## config.mk

```make
export PLATFORM = sky130hd
export DESIGN_NAME = i2c_register_port
export DESIGN_NICKNAME = d
export VERILOG_FILES = /design/src/rtl/sync2.v /design/src/rtl/i2c_register_port.v
export VERILOG_INCLUDE_DIRS = /design/src /design/src/rtl
export SDC_FILE = /design/constraint.sdc
export NUM_CORES = 1
export LEC_CHECK = 0
export BUFFER_PORTS_ARGS = -buffer_cell sky130_fd_sc_hd__buf_2
export CAP_MARGIN = 20
export CORE_MARGIN = 2
export CORE_UTILIZATION = 55
export CTS_CLUSTER_DIAMETER = 40
export CTS_CLUSTER_SIZE = 12
export DETAILED_ROUTE_END_ITERATION = 10
export PLACE_DENSITY = 0.85
export SLEW_MARGIN = 30
export SYNTH_ARGS = -nofsm -noshare
export SYNTH_HDL_FRONTEND = slang
export SYNTH_SLANG_ARGS = --single-unit
export TNS_END_PERCENT = 1
```

## constraint.sdc

```tcl
create_clock -name mclk -period 5.4 [get_ports mclk]
set_input_delay 1.08 -clock mclk [delete_from_list [all_inputs] [get_ports mclk]]
set_output_delay 1.08 -clock mclk [all_outputs]
set_load 0.03 [all_outputs]
```

## src/rtl/i2c_port_regs.vh

```
`ifndef I2C_PORT_REGS_VH
`define I2C_PORT_REGS_VH
// target address, bits 7..1 of the address byte; bit 6 comes from the select pin
`define TGT_ADDR_HI         1'b0
`define TGT_ADDR_MID        4'b1111
`define TGT_ADDR_LO         1'b0
`define PTR_RESET           8'h00
`define SCL_MAX_KHZ         400
`define MCLK_KHZ            25000
// least mclk periods per scl period at the fastest legal bus rate
`define SCL_MIN_CYCLES      (`MCLK_KHZ / `SCL_MAX_KHZ)
`endif

```

## src/rtl/sync2.v

```verilog
`timescale 1ns/1ns
module sync2 (
  input  wire mclk,
  input  wire rstn,
  input  wire d,
  output reg  q
);
  reg meta;
  always @(posedge mclk or negedge rstn) begin
    if (!rstn) begin
      meta <= 1'b1;
      q    <= 1'b1;
    end else begin
      meta <= d;
      q    <= meta;
    end
  end
endmodule

```

## src/rtl/i2c_register_port.v

```verilog
// Behaviour
// - the port works with bus clocks up to 400 kHz and the controller must not go faster.
// - the port answers address byte 0,select pin,1111,0,direction.
// - a register read starts with a one-byte write whose byte becomes the register pointer.
// - the read then returns exactly one byte from the pointed register and ends with STOP.
// - a register write is address byte, pointer byte, then one data byte, stored into the pointed register.
`timescale 1ns/1ns
`include "i2c_port_regs.vh"
module i2c_register_port (
  input  wire       mclk,
  input  wire       rstn,
  input  wire       scl_in,
  input  wire       sda_in,
  output wire       sda_out,
  output wire       sda_oe,
  input  wire       addr_select_or_connect_detect_pin,
  output reg  [7:0] reg_addr,
  output reg  [7:0] reg_wdata,
  output reg        reg_wr,
  input  wire [7:0] reg_rdata,
  output reg        reg_rd,
  output reg        busy
);
  localparam [5:0] S_IDLE = 6'b000001;
  localparam [5:0] S_ADDR = 6'b000010;
  localparam [5:0] S_PTR  = 6'b000100;
  localparam [5:0] S_WDAT = 6'b001000;
  localparam [5:0] S_RDAT = 6'b010000;
  localparam [5:0] S_SKIP = 6'b100000;

  // 400 kHz gives 62 mclk per scl period; three-cycle sampling delay fits easily
  localparam integer SCL_MIN = `SCL_MIN_CYCLES;

  wire scl_s;
  wire sda_s;
  wire sel_s;
  sync2 u_scl (.mclk(mclk), .rstn(rstn), .d(scl_in), .q(scl_s));
  sync2 u_sda (.mclk(mclk), .rstn(rstn), .d(sda_in), .q(sda_s));
  sync2 u_sel (.mclk(mclk), .rstn(rstn), .d(addr_select_or_connect_detect_pin), .q(sel_s));

  reg       scl_d;
  reg       sda_d;
  reg [5:0] state;
  reg [3:0] bitcnt;
  reg [7:0] shreg;
  reg       ack_phase;
  reg       drive_low;
  reg       rd_dir;
  reg       mstr_nack;

  wire scl_rise = scl_s & ~scl_d;
  wire scl_fall = ~scl_s & scl_d;
  wire start_c  = scl_s & scl_d & sda_d & ~sda_s;
  wire stop_c   = scl_s & scl_d & ~sda_d & sda_s;
  wire [6:0] own_addr = {`TGT_ADDR_HI, sel_s, `TGT_ADDR_MID, `TGT_ADDR_LO};

  assign sda_out = 1'b0;
  assign sda_oe  = drive_low;

  reg [5:0] next_state;
  reg [3:0] next_bitcnt;
  reg [7:0] next_shreg;
  reg       next_ack_phase;
  reg       next_drive_low;
  reg       next_rd_dir;
  reg       next_mstr_nack;
  reg [7:0] next_reg_addr;
  reg [7:0] next_reg_wdata;
  reg       next_reg_wr;
  reg       next_reg_rd;
  reg       next_busy;

  // one extra stage after the synchronisers, only for edge and start/stop detection
  always @(posedge mclk or negedge rstn) begin
    if (!rstn) begin
      scl_d <= 1'b1;
      sda_d <= 1'b1;
    end else begin
      scl_d <= scl_s;
      sda_d <= sda_s;
    end
  end

  always @* begin
    next_state     = state;
    next_bitcnt    = bitcnt;
    next_shreg     = shreg;
    next_ack_phase = ack_phase;
    next_drive_low = drive_low;
    next_rd_dir    = rd_dir;
    next_mstr_nack = mstr_nack;
    next_reg_addr  = reg_addr;
    next_reg_wdata = reg_wdata;
    next_reg_wr    = 1'b0;
    next_reg_rd    = 1'b0;
    next_busy      = busy;
    // start wins over everything: a repeated start aborts any byte in flight
    if (start_c) begin
      next_state     = S_ADDR;
      next_bitcnt    = 4'h0;
      next_ack_phase = 1'b0;
      next_drive_low = 1'b0;
      next_busy      = 1'b1;
    end else if (stop_c) begin
      next_state     = S_IDLE;
      next_drive_low = 1'b0;
      next_busy      = 1'b0;
    end else if (state != S_IDLE && state != S_SKIP) begin
      if (scl_rise && !ack_phase) begin
        if (state != S_RDAT) begin
          next_shreg = {shreg[6:0], sda_s};
        end
        next_bitcnt = bitcnt + 4'h1;
      end else if (scl_rise && ack_phase && state == S_RDAT) begin
        next_mstr_nack = sda_s;
      end else if (scl_fall) begin
        // sda only moves after scl falls, so hold time is the sync latency
        if (!ack_phase && bitcnt == 4'h8) begin
          next_ack_phase = 1'b1;
          next_bitcnt    = 4'h0;
          case (state)
            S_ADDR: begin
              if (shreg[7:1] == own_addr) begin
                next_drive_low = 1'b1;
                next_rd_dir    = shreg[0];
                if (shreg[0]) begin
                  next_reg_rd = 1'b1;
                end
              end else begin
                next_state = S_SKIP;
              end
            end
            S_PTR: begin
              next_reg_addr  = shreg;
              next_drive_low = 1'b1;
            end
            S_WDAT: begin
              next_reg_wdata = shreg;
              next_reg_wr    = 1'b1;
              next_drive_low = 1'b1;
            end
            S_RDAT: begin
              next_drive_low = 1'b0;
            end
            default: begin
              next_drive_low = 1'b0;
            end
          endcase
        end else if (ack_phase) begin
          next_ack_phase = 1'b0;
          next_drive_low = 1'b0;
          case (state)
            S_ADDR: begin
              if (rd_dir) begin
                // read data sampled here, one scl period (the ack bit) after the read pulse
                next_state     = S_RDAT;
                next_shreg     = {reg_rdata[6:0], 1'b0};
                next_drive_low = ~reg_rdata[7];
                next_bitcnt    = 4'h0;
              end else begin
                next_state = S_PTR;
              end
            end
            S_PTR:   next_state = S_WDAT;
            // extra bytes get no ack: no auto-increment
            S_WDAT:  next_state = S_SKIP;
            S_RDAT:  next_state = S_SKIP;
            default: next_state = S_SKIP;
          endcase
        end else if (state == S_RDAT) begin
          next_drive_low = ~shreg[7];
          next_shreg     = {shreg[6:0], 1'b0};
        end
      end
    end
  end

  always @(posedge mclk or negedge rstn) begin
    if (!rstn) begin
      state     <= S_IDLE;
      bitcnt    <= 4'h0;
      shreg     <= 8'h00;
      ack_phase <= 1'b0;
      rd_dir    <= 1'b0;
      mstr_nack <= 1'b0;
    end else begin
      state     <= next_state;
      bitcnt    <= next_bitcnt;
      shreg     <= next_shreg;
      ack_phase <= next_ack_phase;
      rd_dir    <= next_rd_dir;
      mstr_nack <= next_mstr_nack;
    end
  end

  // pin driver kept in its own flop so sda never glitches low
  always @(posedge mclk or negedge rstn) begin
    if (!rstn) begin
      drive_low <= 1'b0;
    end else begin
      drive_low <= next_drive_low;
    end
  end

  always @(posedge mclk or negedge rstn) begin
    if (!rstn) begin
      reg_addr  <= `PTR_RESET;
      reg_wdata <= 8'h00;
      reg_wr    <= 1'b0;
      reg_rd    <= 1'b0;
      busy      <= 1'b0;
    end else begin
      reg_addr  <= next_reg_addr;
      reg_wdata <= next_reg_wdata;
      reg_wr    <= next_reg_wr;
      reg_rd    <= next_reg_rd;
      busy      <= next_busy;
    end
  end
endmodule

```

Word level (Yosys, flattened, before mapping)
Index checks and enable logic that the tools add are counted.
{"block": "classes", "n_reduce_logical": 28, "shifts": 0, "n_mul": 0, "bitwise_logic": 17, "eq_ne": 23, "addsub": 1, "muxes": 71, "magnitude_cmp": 0, "div_mod_pow": 0}
{"cell": "2-to-1 mux 8 bit", "n": 9}
{"cell": "2-to-1 mux 6 bit", "n": 10}
{"cell": "2-to-1 mux 4 bit", "n": 10}
{"cell": "2-to-1 mux 1 bit", "n": 39}
{"cell": "AND reduction 8 bit", "n": 2}
{"cell": "nonzero test 4 bit", "n": 4}
{"cell": "AND reduction 7 bit", "n": 2}
{"cell": "case mux 6 bit (2 select lines)", "n": 1}
{"cell": "nonzero test 3 bit", "n": 4}
{"cell": "inequality test 2 bit (second input constant)", "n": 5}
{"cell": "inverter 1 bit", "n": 10}
{"cell": "AND reduction 10 bit", "n": 1}
{"cell": "inequality test 3 bit (second input constant)", "n": 3}
{"cell": "AND reduction 9 bit", "n": 1}
{"cell": "nonzero test 2 bit", "n": 4}
{"cell": "bitwise AND 1 bit", "n": 7}
{"cell": "== test 7 x 6 -> 1 bit", "n": 1}
{"cell": "== test 6 x 2 -> 1 bit (second input constant)", "n": 1}
{"cell": "== test 6 x 3 -> 1 bit (second input constant)", "n": 1}
{"cell": "== test 6 x 4 -> 1 bit (second input constant)", "n": 1}
{"cell": "== test 6 x 5 -> 1 bit (second input constant)", "n": 1}
{"cell": "inequality test 3 x 1 -> 1 bit (second input constant)", "n": 2}
{"cell": "inequality test 6 x 1 -> 1 bit (second input constant)", "n": 1}
{"cell": "inequality test 6 x 5 -> 1 bit (second input constant)", "n": 1}
{"cell": "15 further kinds", "n": 19}
{"block": "word_totals", "ff_bits": 48, "latch_bits": 0, "output_inout_bits": 21, "input_bits": 13, "romBits": 0, "mem_count": 0, "word_cells": 159, "ram_bits": 0}

Depth between registers and ports, before layout
Gate-level depths: netlist of run 1.
{"block": "logic_depth", "word_depth": 11, "ltp_mapped": 7, "depth_no_buf": 7}

Cells and area by module
From an unflattened synthesis of run 1, not the netlist that was laid out.
{"block": "unflattened", "hier_cells": 196, "hier_area_um2": 2322.2}
{"mod": "i2c_register_port", "area_each_um2": 2164.6, "n_inst": 1, "seq_area_each_um2": 1054.8, "cells_each": 190}
{"mod": "sync2", "area_each_um2": 52.6, "n_inst": 3, "seq_area_each_um2": 52.6, "cells_each": 2}

Worst setup path after synthesis of run 1
Ideal clock, no wire load.
{"block": "synth_path", "path_type": "register to register", "from": "register state[0]", "to": "register reg_wdata[0]", "path_stages_with_launch": 6, "synth_period_minus_slack_ps": 2055, "path_buffers": 0, "required_ps": 5275, "arrival_ps": 1930, "slack_ps": 3345, "cell_sequence": "dfstp_2 -> xor2_1 -> a21oi_4 -> nand2_4 -> nor4b_4 -> mux2_2"}
{"block": "synth_via", "elab_chain_cells": 4}
{"item": "start, declared", "line": "i2c_register_port.v:43", "text": "reg [5:0] state;"}
{"item": "start signal, assigned", "line": "i2c_register_port.v:187", "text": "state <= next_state;"}
{"item": "== test 6 x 5 -> 1 bit", "line": "i2c_register_port.v:114", "text": "end else if (scl_rise && ack_phase && state == S_RDAT) begin"}
{"item": "logical AND 1 bit", "line": "i2c_register_port.v:114"}
{"item": "inverter 1 bit (no line)"}
{"item": "AND reduction 8 bit (no line) (*)"}
{"item": "end signal, assigned", "line": "i2c_register_port.v:214", "text": "reg_wdata <= next_reg_wdata;"}
{"item": "end, declared", "line": "i2c_register_port.v:18", "text": "output reg [7:0] reg_wdata,"}
Mark *: on every way between the ends. The rest lies on a longest branch, timed or not.
A chain may end at the register's enable or synchronous reset.

Final worst setup path of run 1
{"block": "layout_path", "from": "register ack_phase", "to": "register bitcnt[2]"}
{"block": "layout_via", "elab_chain_cells": 9}
{"item": "start, declared", "line": "i2c_register_port.v:46", "text": "reg ack_phase;"}
{"item": "start signal, assigned", "line": "i2c_register_port.v:190", "text": "ack_phase <= next_ack_phase;"}
{"item": "logical NOT 1 bit", "line": "i2c_register_port.v:109, i2c_register_port.v:118"}
{"item": "logical AND 1 bit", "line": "i2c_register_port.v:118", "text": "if (!ack_phase && bitcnt == 4'h8) begin"}
{"item": "2-to-1 mux 4 bit", "line": "i2c_register_port.v:118"}
{"item": "2-to-1 mux 4 bit", "line": "i2c_register_port.v:116", "text": "end else if (scl_fall) begin"}
{"item": "2-to-1 mux 4 bit", "line": "i2c_register_port.v:114"}
{"item": "2-to-1 mux 4 bit", "line": "i2c_register_port.v:109", "text": "if (scl_rise && !ack_phase) begin"}
{"item": "2-to-1 mux 4 bit", "line": "i2c_register_port.v:108", "text": "end else if (state != S_IDLE && state != S_SKIP) begin"}
{"item": "2-to-1 mux 4 bit", "line": "i2c_register_port.v:104", "text": "end else if (stop_c) begin"}
{"item": "2-to-1 mux 4 bit", "line": "i2c_register_port.v:98", "text": "if (start_c) begin"}
{"item": "end signal, assigned", "line": "i2c_register_port.v:188", "text": "bitcnt <= next_bitcnt;"}
{"item": "end, declared", "line": "i2c_register_port.v:44", "text": "reg [3:0] bitcnt;"}
Several ways; a longest one is shown, not always the timed one. The select of a mux whose other input is x is not followed.

==> key figures, run 1 <==
Timing
  • Setup TNS: 0 ps
  • Min Tclk post-route: 2441 ps
  • Fmax: 0.4096 GHz
  • Final Skew: 6.555 ps
  • Final max-slew violation count: 0
  • Endpoints failing setup: 0
  • Setup ws final: around 3000 ps
  • Crit share post-route: between 40 and 50%
  • RSZ-0062 raised after global routing: no
  • Worst Tran Pin Value: between 800 and 900 ps
  • Final hold vios: 0
  • Max transition margin: between 40% and 50%

Route
  • Via/cell ratio: 5.972
  • DR vias: 1,690
  • Antenna viol nets, final: 0
  • Iteration-0 DRC Markers: 145
  • # DRC: 0
  • Final WL: 4.426 mm
  • Routed WL per cell: approximately 16 µm
  • Drt pass-1 iters: 4

Synthesis
  • Async SR Flop Fraction: 100.0%
  • Register area share after synthesis: 51.62%
  • Synthesized Nets: 214
  • Syn avg cell area: 11.80 µm²
  • EDFF count, synth: 0
  • Yosys warnings: 0
  • Top FF cell, synth: dfrtp_1
  • Yosys cell types: 49
  • #FFs+latches synth: 48
  • Synthesized area: approximately 0.0023 mm²
  • Syn Inst Count: 199

Clock tree
  • Clk buf depth: 2
  • CTS Sinks: 48
  • H-tree depth: 2
  • CTS Hold Buffers Added: 0
  • Clock Latency Late Sink: 310 ps
  • Post-CTS Resized: 0
  • Worst-path clk slew: 90 ps
  • Num CTS Buffers: 5
  • Clock Tree Root: clkbuf_8
  • CTS tree: yes
  • Post-CTS setup buffer count: 0

Setup path
  • CP cell instances: inv_1, and3_1, o311ai_0, a221o_1
  • Crit Reg-Reg Endpoint: bitcnt[2]$_DFFE_PN0P_
  • Crit Path Class: flip-flop to flip-flop
  • Worst path max stage delay: roughly 800 ps
  • Worst Reg2Reg Path Length in Cells: 4
  • R2R setup slack: 2960 ps
  • Required @ worst endpoint: 5640 ps
  • Critical Path AT: 2680 ps
  • RR Startpoint: ack_phase$_DFFE_PN0P_
  • CP Max Fanout: 21
  • Crit path capture type: flip-flop
  • CP max-delay cell: dfrtp_1
  • Setup crit start kind: flip-flop

Layout
  • Layout Utilization: between 60% and 70%
  • Nets: 247
  • Register area: 0.001212 mm²
  • Layout cells sized above 1: 36.91%
  • Most frequent cells in the layout: dfrtp_1, buf_2, mux2_2
  • Filler cells: a little under 300
  • Area occupied by multi-input gates: between 0.001 and 0.0015 mm²
  • Ant. Diodes: 0
  • Area delta synth->final: 14.01%
  • Most common cell after layout, fill and taps aside: dfrtp_1

Power and ir drop
  • Maximum vdd ir drop: 0.2966 mV
  • PD cells: 385.4 mW/mm²
  • Leakage: 1.259 nW

Flow run
  • Max-cap violations: 0

Floorplanning
  • Starting Density: 57.88%
  • Vert. Die Dim: 69.35 µm
  • DIE AREA: 0.004809 mm²
  • IO Count: 34
  • Row count: 23
  • Die W: a little under 70 µm
  • Core Box Area: 0.004058 mm²

Place
  • GPL Wtd Cong: 1.019
  • Port-buffer cells: 32
  • Hpwl dp: approximately 3.1 mm
  • Post-placement setup slack: 2993 ps

GRT
  • Total GRT Usage: between 10% and 20%
  • Largest net degree at the start of global routing: 49
  • Vias in the first global route: 1,647
  • Initial antenna violation count: 0
  • First-pass GRT wire length: approximately 7.7 mm
  • GRT overflow: 0

Hold path
  • Worst hold endpoint: u_scl.q$_DFF_PN1_
  • Hold wc startpoint: u_scl.meta$_DFF_PN1_
  • WHS Path Cells: 0
  • Type of the worst min-delay path: flip-flop to flip-flop

Outcome
  • Outcome: completed
==> through the flow <==
stage | power, mW | hold slack, ps | cell area [µm²] | instances
finish | 1.032 | 359.0 | 2678 | 283
CTS | 1.036 | 360.7 | 2678 | 283
floorplan | 0.6656 | 345.2 | 2349 | 199
global route | 1.089 | 362.4 | 2678 | 283
global placement | 0.7221 | 345.3 | 2537 | 275
detailed placement | 0.7270 | 346.9 | 2540 | 275
==> cell type report <==
type	count	area share, %
inverter	9	1.262
clock inverter	3	2.570
sequential	48	45.28
timing repair buffer	32	6.075
multi-input combinational	136	39.91
tap	50	2.336
clock buffer	5	2.570
==> logic make-up after synthesis <==
kind of cell | after synthesis | share of synthesized area (%)
AOI/OAI and AO/OA | 40 | 11.83
other | 1 | 0.1597
muxes | 30 | 14.33
and+or+nand+nor | 58 | 16.25
buffers and inverters | 15 | 2.876
adders and majority gates | 2 | 1.065
xor gates and xnor gates | 5 | 1.865
DFF | 48 | 51.63
==> how the worst max path moves through the flow <==
stage / start / endpoint / depth (start not counted)
after detailed placement: ack_phase$_DFFE_PN0P_ / bitcnt[3]$_DFFE_PN0P_ / 4
after CTS: ack_phase$_DFFE_PN0P_ / bitcnt[2]$_DFFE_PN0P_ / 4
final: ack_phase$_DFFE_PN0P_ / bitcnt[2]$_DFFE_PN0P_ / 4
after global placement: state[0]$_DFFE_PN1P_ / reg_wdata[4]$_DFFE_PN0P_ / 5
after floorplan: state[0]$_DFFE_PN1P_ / reg_wdata[0]$_DFFE_PN0P_ / 5
after global routing: ack_phase$_DFFE_PN0P_ / bitcnt[3]$_DFFE_PN0P_ / 4
==> sequential cells by signal, indices dropped and copies added (netlist names), 4 cells and up <==
signal     cells
bitcnt         4
reg_addr       8
reg_wdata      8
shreg          8
state          6
==> Yosys cell counts, drive strengths merged, types with 3 or more instances <==
| library cell | count | area [µm²] |
|---|---|---|
| nor2 | 10 | 37.54 |
| nor3 | 6 | 41.29 |
| inv | 9 | 33.78 |
| nor4 | 3 | 48.80 |
| dfstp | 9 | 236.5 |
| nand2 | 14 | 60.06 |
| dfrtp | 39 | 975.9 |
| nor4b | 3 | 41.29 |
| buf | 5 | 30.02 |
| o21ai | 8 | 40.04 |
| xnor2 | 3 | 26.28 |
| nand3 | 4 | 20.02 |
| mux2 | 29 | 326.6 |
| and3 | 3 | 18.77 |
| nand4 | 5 | 37.53 |
| a21oi | 12 | 71.32 |
==> per-layer routing <==
metal / part of all wire (%) / vias to the layer above / track usage [%]
met4: 1.5 / 0 / 7.407
met3: 5.3 / 10 / 5.087
li1: - / 798 / -
met5: 0 / - / 0
met1: 46 / 823 / 28.38
met2: 47 / 59 / 29.70
==> critical path: cells and delay by family (launching register included) <==
family | cells | cell delay, ps
buf+inv | 1 | 260
flops | 1 | 790
simple gates | 1 | 270
compound gates | 2 | 1060
==> report_power, final <==
group | internal [mW] | switching (mW) | leakage (nW)
Combinational | 0.116 | 0.119 | 0.569
Clock | 0.186 | 0.121 | 0.0687
Sequential | 0.414 | 0.0755 | 0.622
Total | 0.716 | 0.316 | 1.26
Power figures use the tool's default switching activity.
==> inputs of run 2 (changes only) <==
- ABC_AREA: default -> 1
- CORE_UTILIZATION: 55 -> 51
- PLACE_DENSITY: 0.85 -> 0.83
- clock period: 5.4 -> 2.1 ns (I/O delays scaled with it)
==> run 2 against run 1 <==
Against the previous run: core utilization decreased by 5.3 points; area after synthesis increased by 6.9%; critical path depth increased by 3; critical path type unchanged; cell count increased by 45%; register-to-register slack got worse by 2700 ps; global-route usage about the same; synthesized cell count increased by 53%.
==> key figures, run 2 <==
Setup path
  • Critical Path AT: 2000 ps
  • Delay-heaviest family, CP: simple AND/OR/NAND/NOR gates
  • Setup crit start kind: flip-flop
  • Crit path capture type: flip-flop
  • CP Max Fanout: 16
  • CP cell instances: inv_1, ha_1, nand3_2, nor3_4, nand2_1, o21ai_0, inv_1
  • Required @ worst endpoint: 2300 ps
  • Most used cell, CP: inv_1
  • CP Buf/Inv Count: 2
  • Worst path max stage delay: 520 ps
  • Crit Path Class: flip-flop to flip-flop
  • CP max-delay cell: nor3_4

Timing
  • Max transition margin: 63.07%
  • Setup TNS: 0 ps
  • RSZ-0062 raised after global routing: no
  • Final max-slew violation count: 0
  • Crit share post-route: 85.58%
  • Fmax: 0.5564 GHz
  • Min Tclk post-route: 1797 ps
  • Final Skew: 11.47 ps
  • Final hold vios: 0
  • Worst Tran Pin Value: 553.9 ps
  • Endpoints failing setup: 0
  • Final hold slack: 100.4 ps

Clock tree
  • Worst-path clk slew: roughly 90 ps
  • H-tree depth: 2
  • CTS Sinks: 48
  • Num CTS Buffers: 5
  • Clock Tree Root: clkbuf_8
  • Post-CTS setup buffer count: 0
  • Clk buf depth: 2
  • Clock Latency Late Sink: 300 ps
  • Post-CTS Resized: 0
  • CTS Hold Buffers Added: 0
  • CTS tree: yes

GRT
  • GRT overflow: 0
  • Initial antenna violation count: 0
  • Total GRT Usage: 20.01%
  • Largest net degree at the start of global routing: 26
  • Vias in the first global route: around 1,800
  • First-pass GRT wire length: ~8.5 mm

Synthesis
  • Synthesized area: 0.002510 mm²
  • Most frequent cell after synthesis: nand2_1
  • Syn Inst Count: 304
  • Syn avg cell area: around 8.3 µm²
  • Top FF cell, synth: dfrtp_1
  • Ranking of synthesized cells by area: dfrtp_1, nand2_1, dfstp_2, o21ai_0, inv_1
  • Register area share after synthesis: 48.31%
  • #FFs+latches synth: 48
  • Yosys cell types: 34
  • Top post-synthesis cells by count: nand2_1, dfrtp_1, inv_1
  • Post-synth top area cell: dfrtp_1
  • Async SR Flop Fraction: 100.0%
  • Synthesized Nets: approximately 320
  • Yosys top cell area share: 38.88%
  • Yosys warnings: 0
  • EDFF count, synth: 0

Route
  • Routed WL per cell: 12.01 µm
  • Iteration-0 DRC Markers: 121
  • # DRC: 0
  • Antenna viol nets, final: 0
  • Drt pass-1 iters: 4
  • Via/cell ratio: 4.895
  • DR vias: 2,002
  • Final WL: 4.912 mm

Place
  • Hpwl dp: approximately 3.7 mm
  • Port-buffer cells: 32
  • GPL Wtd Cong: 0.9135
  • Area after DPL: 0.002746 mm²

Floorplanning
  • Core Box Area: between 0.004 and 0.005 mm²
  • Vert. Die Dim: 74.15 µm
  • IO Count: 34
  • Die W: 74.15 µm
  • Starting Density: 53.14%
  • Row count: 25
  • DIE AREA: 0.005498 mm²

Layout
  • Nets: approximately 360
  • Area occupied by multi-input gates: 0.001105 mm²
  • Regs by FF count: reg_addr (8), reg_wdata (8), shreg (8)
  • Area delta synth->final: 14.26%
  • Layout Utilization: 60.72%
  • Ant. Diodes: 0
  • Register area: 0.001212 mm²
  • Filler cells: 420
  • Layout cells sized above 1: between 20% and 30%
  • Post-Layout Inst Area: 0.002868 mm²
  • Most common cell after layout, fill and taps aside: nand2_1
  • Most frequent cells in the layout: nand2_1, dfrtp_1, buf_2

Flow run
  • Max-cap violations: 0

Power and ir drop
  • Tot Pwr: 2.473 mW
  • Leakage: roughly 1.5 nW
  • Maximum vdd ir drop: 0.5401 mV
  • PD cells: 862.3 mW/mm²

Hold path
  • Type of the worst min-delay path: input pin to async pin

Outcome
  • Outcome: completed
run 2: cell types whose count changed after synthesis, sizes merged, moves of 3 or more:
| cell | before | now |
|---|---|---|
| mux2 | 29 | 0 |
| nor3 | 6 | 2 |
| and3 | 3 | 0 |
| nand3 | 4 | 25 |
| nor4b | 3 | 0 |
| inv | 9 | 38 |
| nand2 | 14 | 105 |
| a21oi | 12 | 2 |
| o21ai | 8 | 32 |
| nor2 | 10 | 33 |
run 2: worst paths after layout:
path	depth (start not counted)	end	from	slack [ps]
setup reg to reg	7	reg_wdata[1]$_DFFE_PN0P_	bitcnt[0]$_DFFE_PN0P_	300
hold reg to reg	0	u_sda.q$_DFF_PN1_	u_sda.meta$_DFF_PN1_	360
max in group asynchronous	2	u_sel.q$_DFF_PN1_	rstn	1410
hold / removal	1	state[2]$_DFFE_PN0P_	rstn	100
setup / recovery	7	reg_wdata[1]$_DFFE_PN0P_	bitcnt[0]$_DFFE_PN0P_	300
min in group mclk	1	u_sel.meta$_DFF_PN1_	addr_select_or_connect_detect_pin	200
run 2: metal layers:
metal / part of all wire, % / vias to the layer above / routed length [µm] / track usage [%]
li1: - / 1023 / - / -
met1: 48 / 944 / 2371 / 28.38
met2: 47 / 29 / 2293 / 31.15
met3: 3.8 / 6 / 189 / 4.201
met4: 1.2 / 0 / 57 / 5.859
met5: 0 / - / 0 / 0
run 2: worst reg2reg max path: stages (launching register included):
cell and delay (ps):
dfrtp_1 420, inv_1 80, ha_1 190, nand3_2 200
nor3_4 520, nand2_1 110, o21ai_0 120, inv_1 60
run 2: cell type report:
cell class | count | area share, %
sequential | 48 | 42.28
tap | 67 | 2.923
clock buffer | 6 | 2.880
multi-input combinational | 212 | 38.53
clock inverter | 2 | 1.353
inverter | 38 | 4.974
timing repair buffer | 36 | 7.068
run 2: stage by stage:
stage | cells | setup WS, ps
6_report | 409 | 302.8
3_3_place_gp | 401 | 414.1
3_5_place_dp | 401 | 286.8
4_1_cts | 409 | 285.8
2_1_floorplan | 304 | 607.9
5_1_grt | 409 | 45.34
run 2: power breakdown:
group	total [mW]	switching [mW]	internal, mW	leakage (nW)
combinational	0.577	0.390	0.187	0.854
clock	0.698	0.308	0.389	0.0614
sequential	1.20	0.141	1.06	0.622
run 2: kinds of logic after synthesis:
kind of cell               share of synthesized area, %
xor gates and xnor gates                         0.6980
AOI/OAI and AO/OA                                 7.777
other                                            0.1494
and+or+nand+nor                                   34.40
DFF                                               48.31
adders and majority gates                        0.9968
buffers and inverters                             7.677
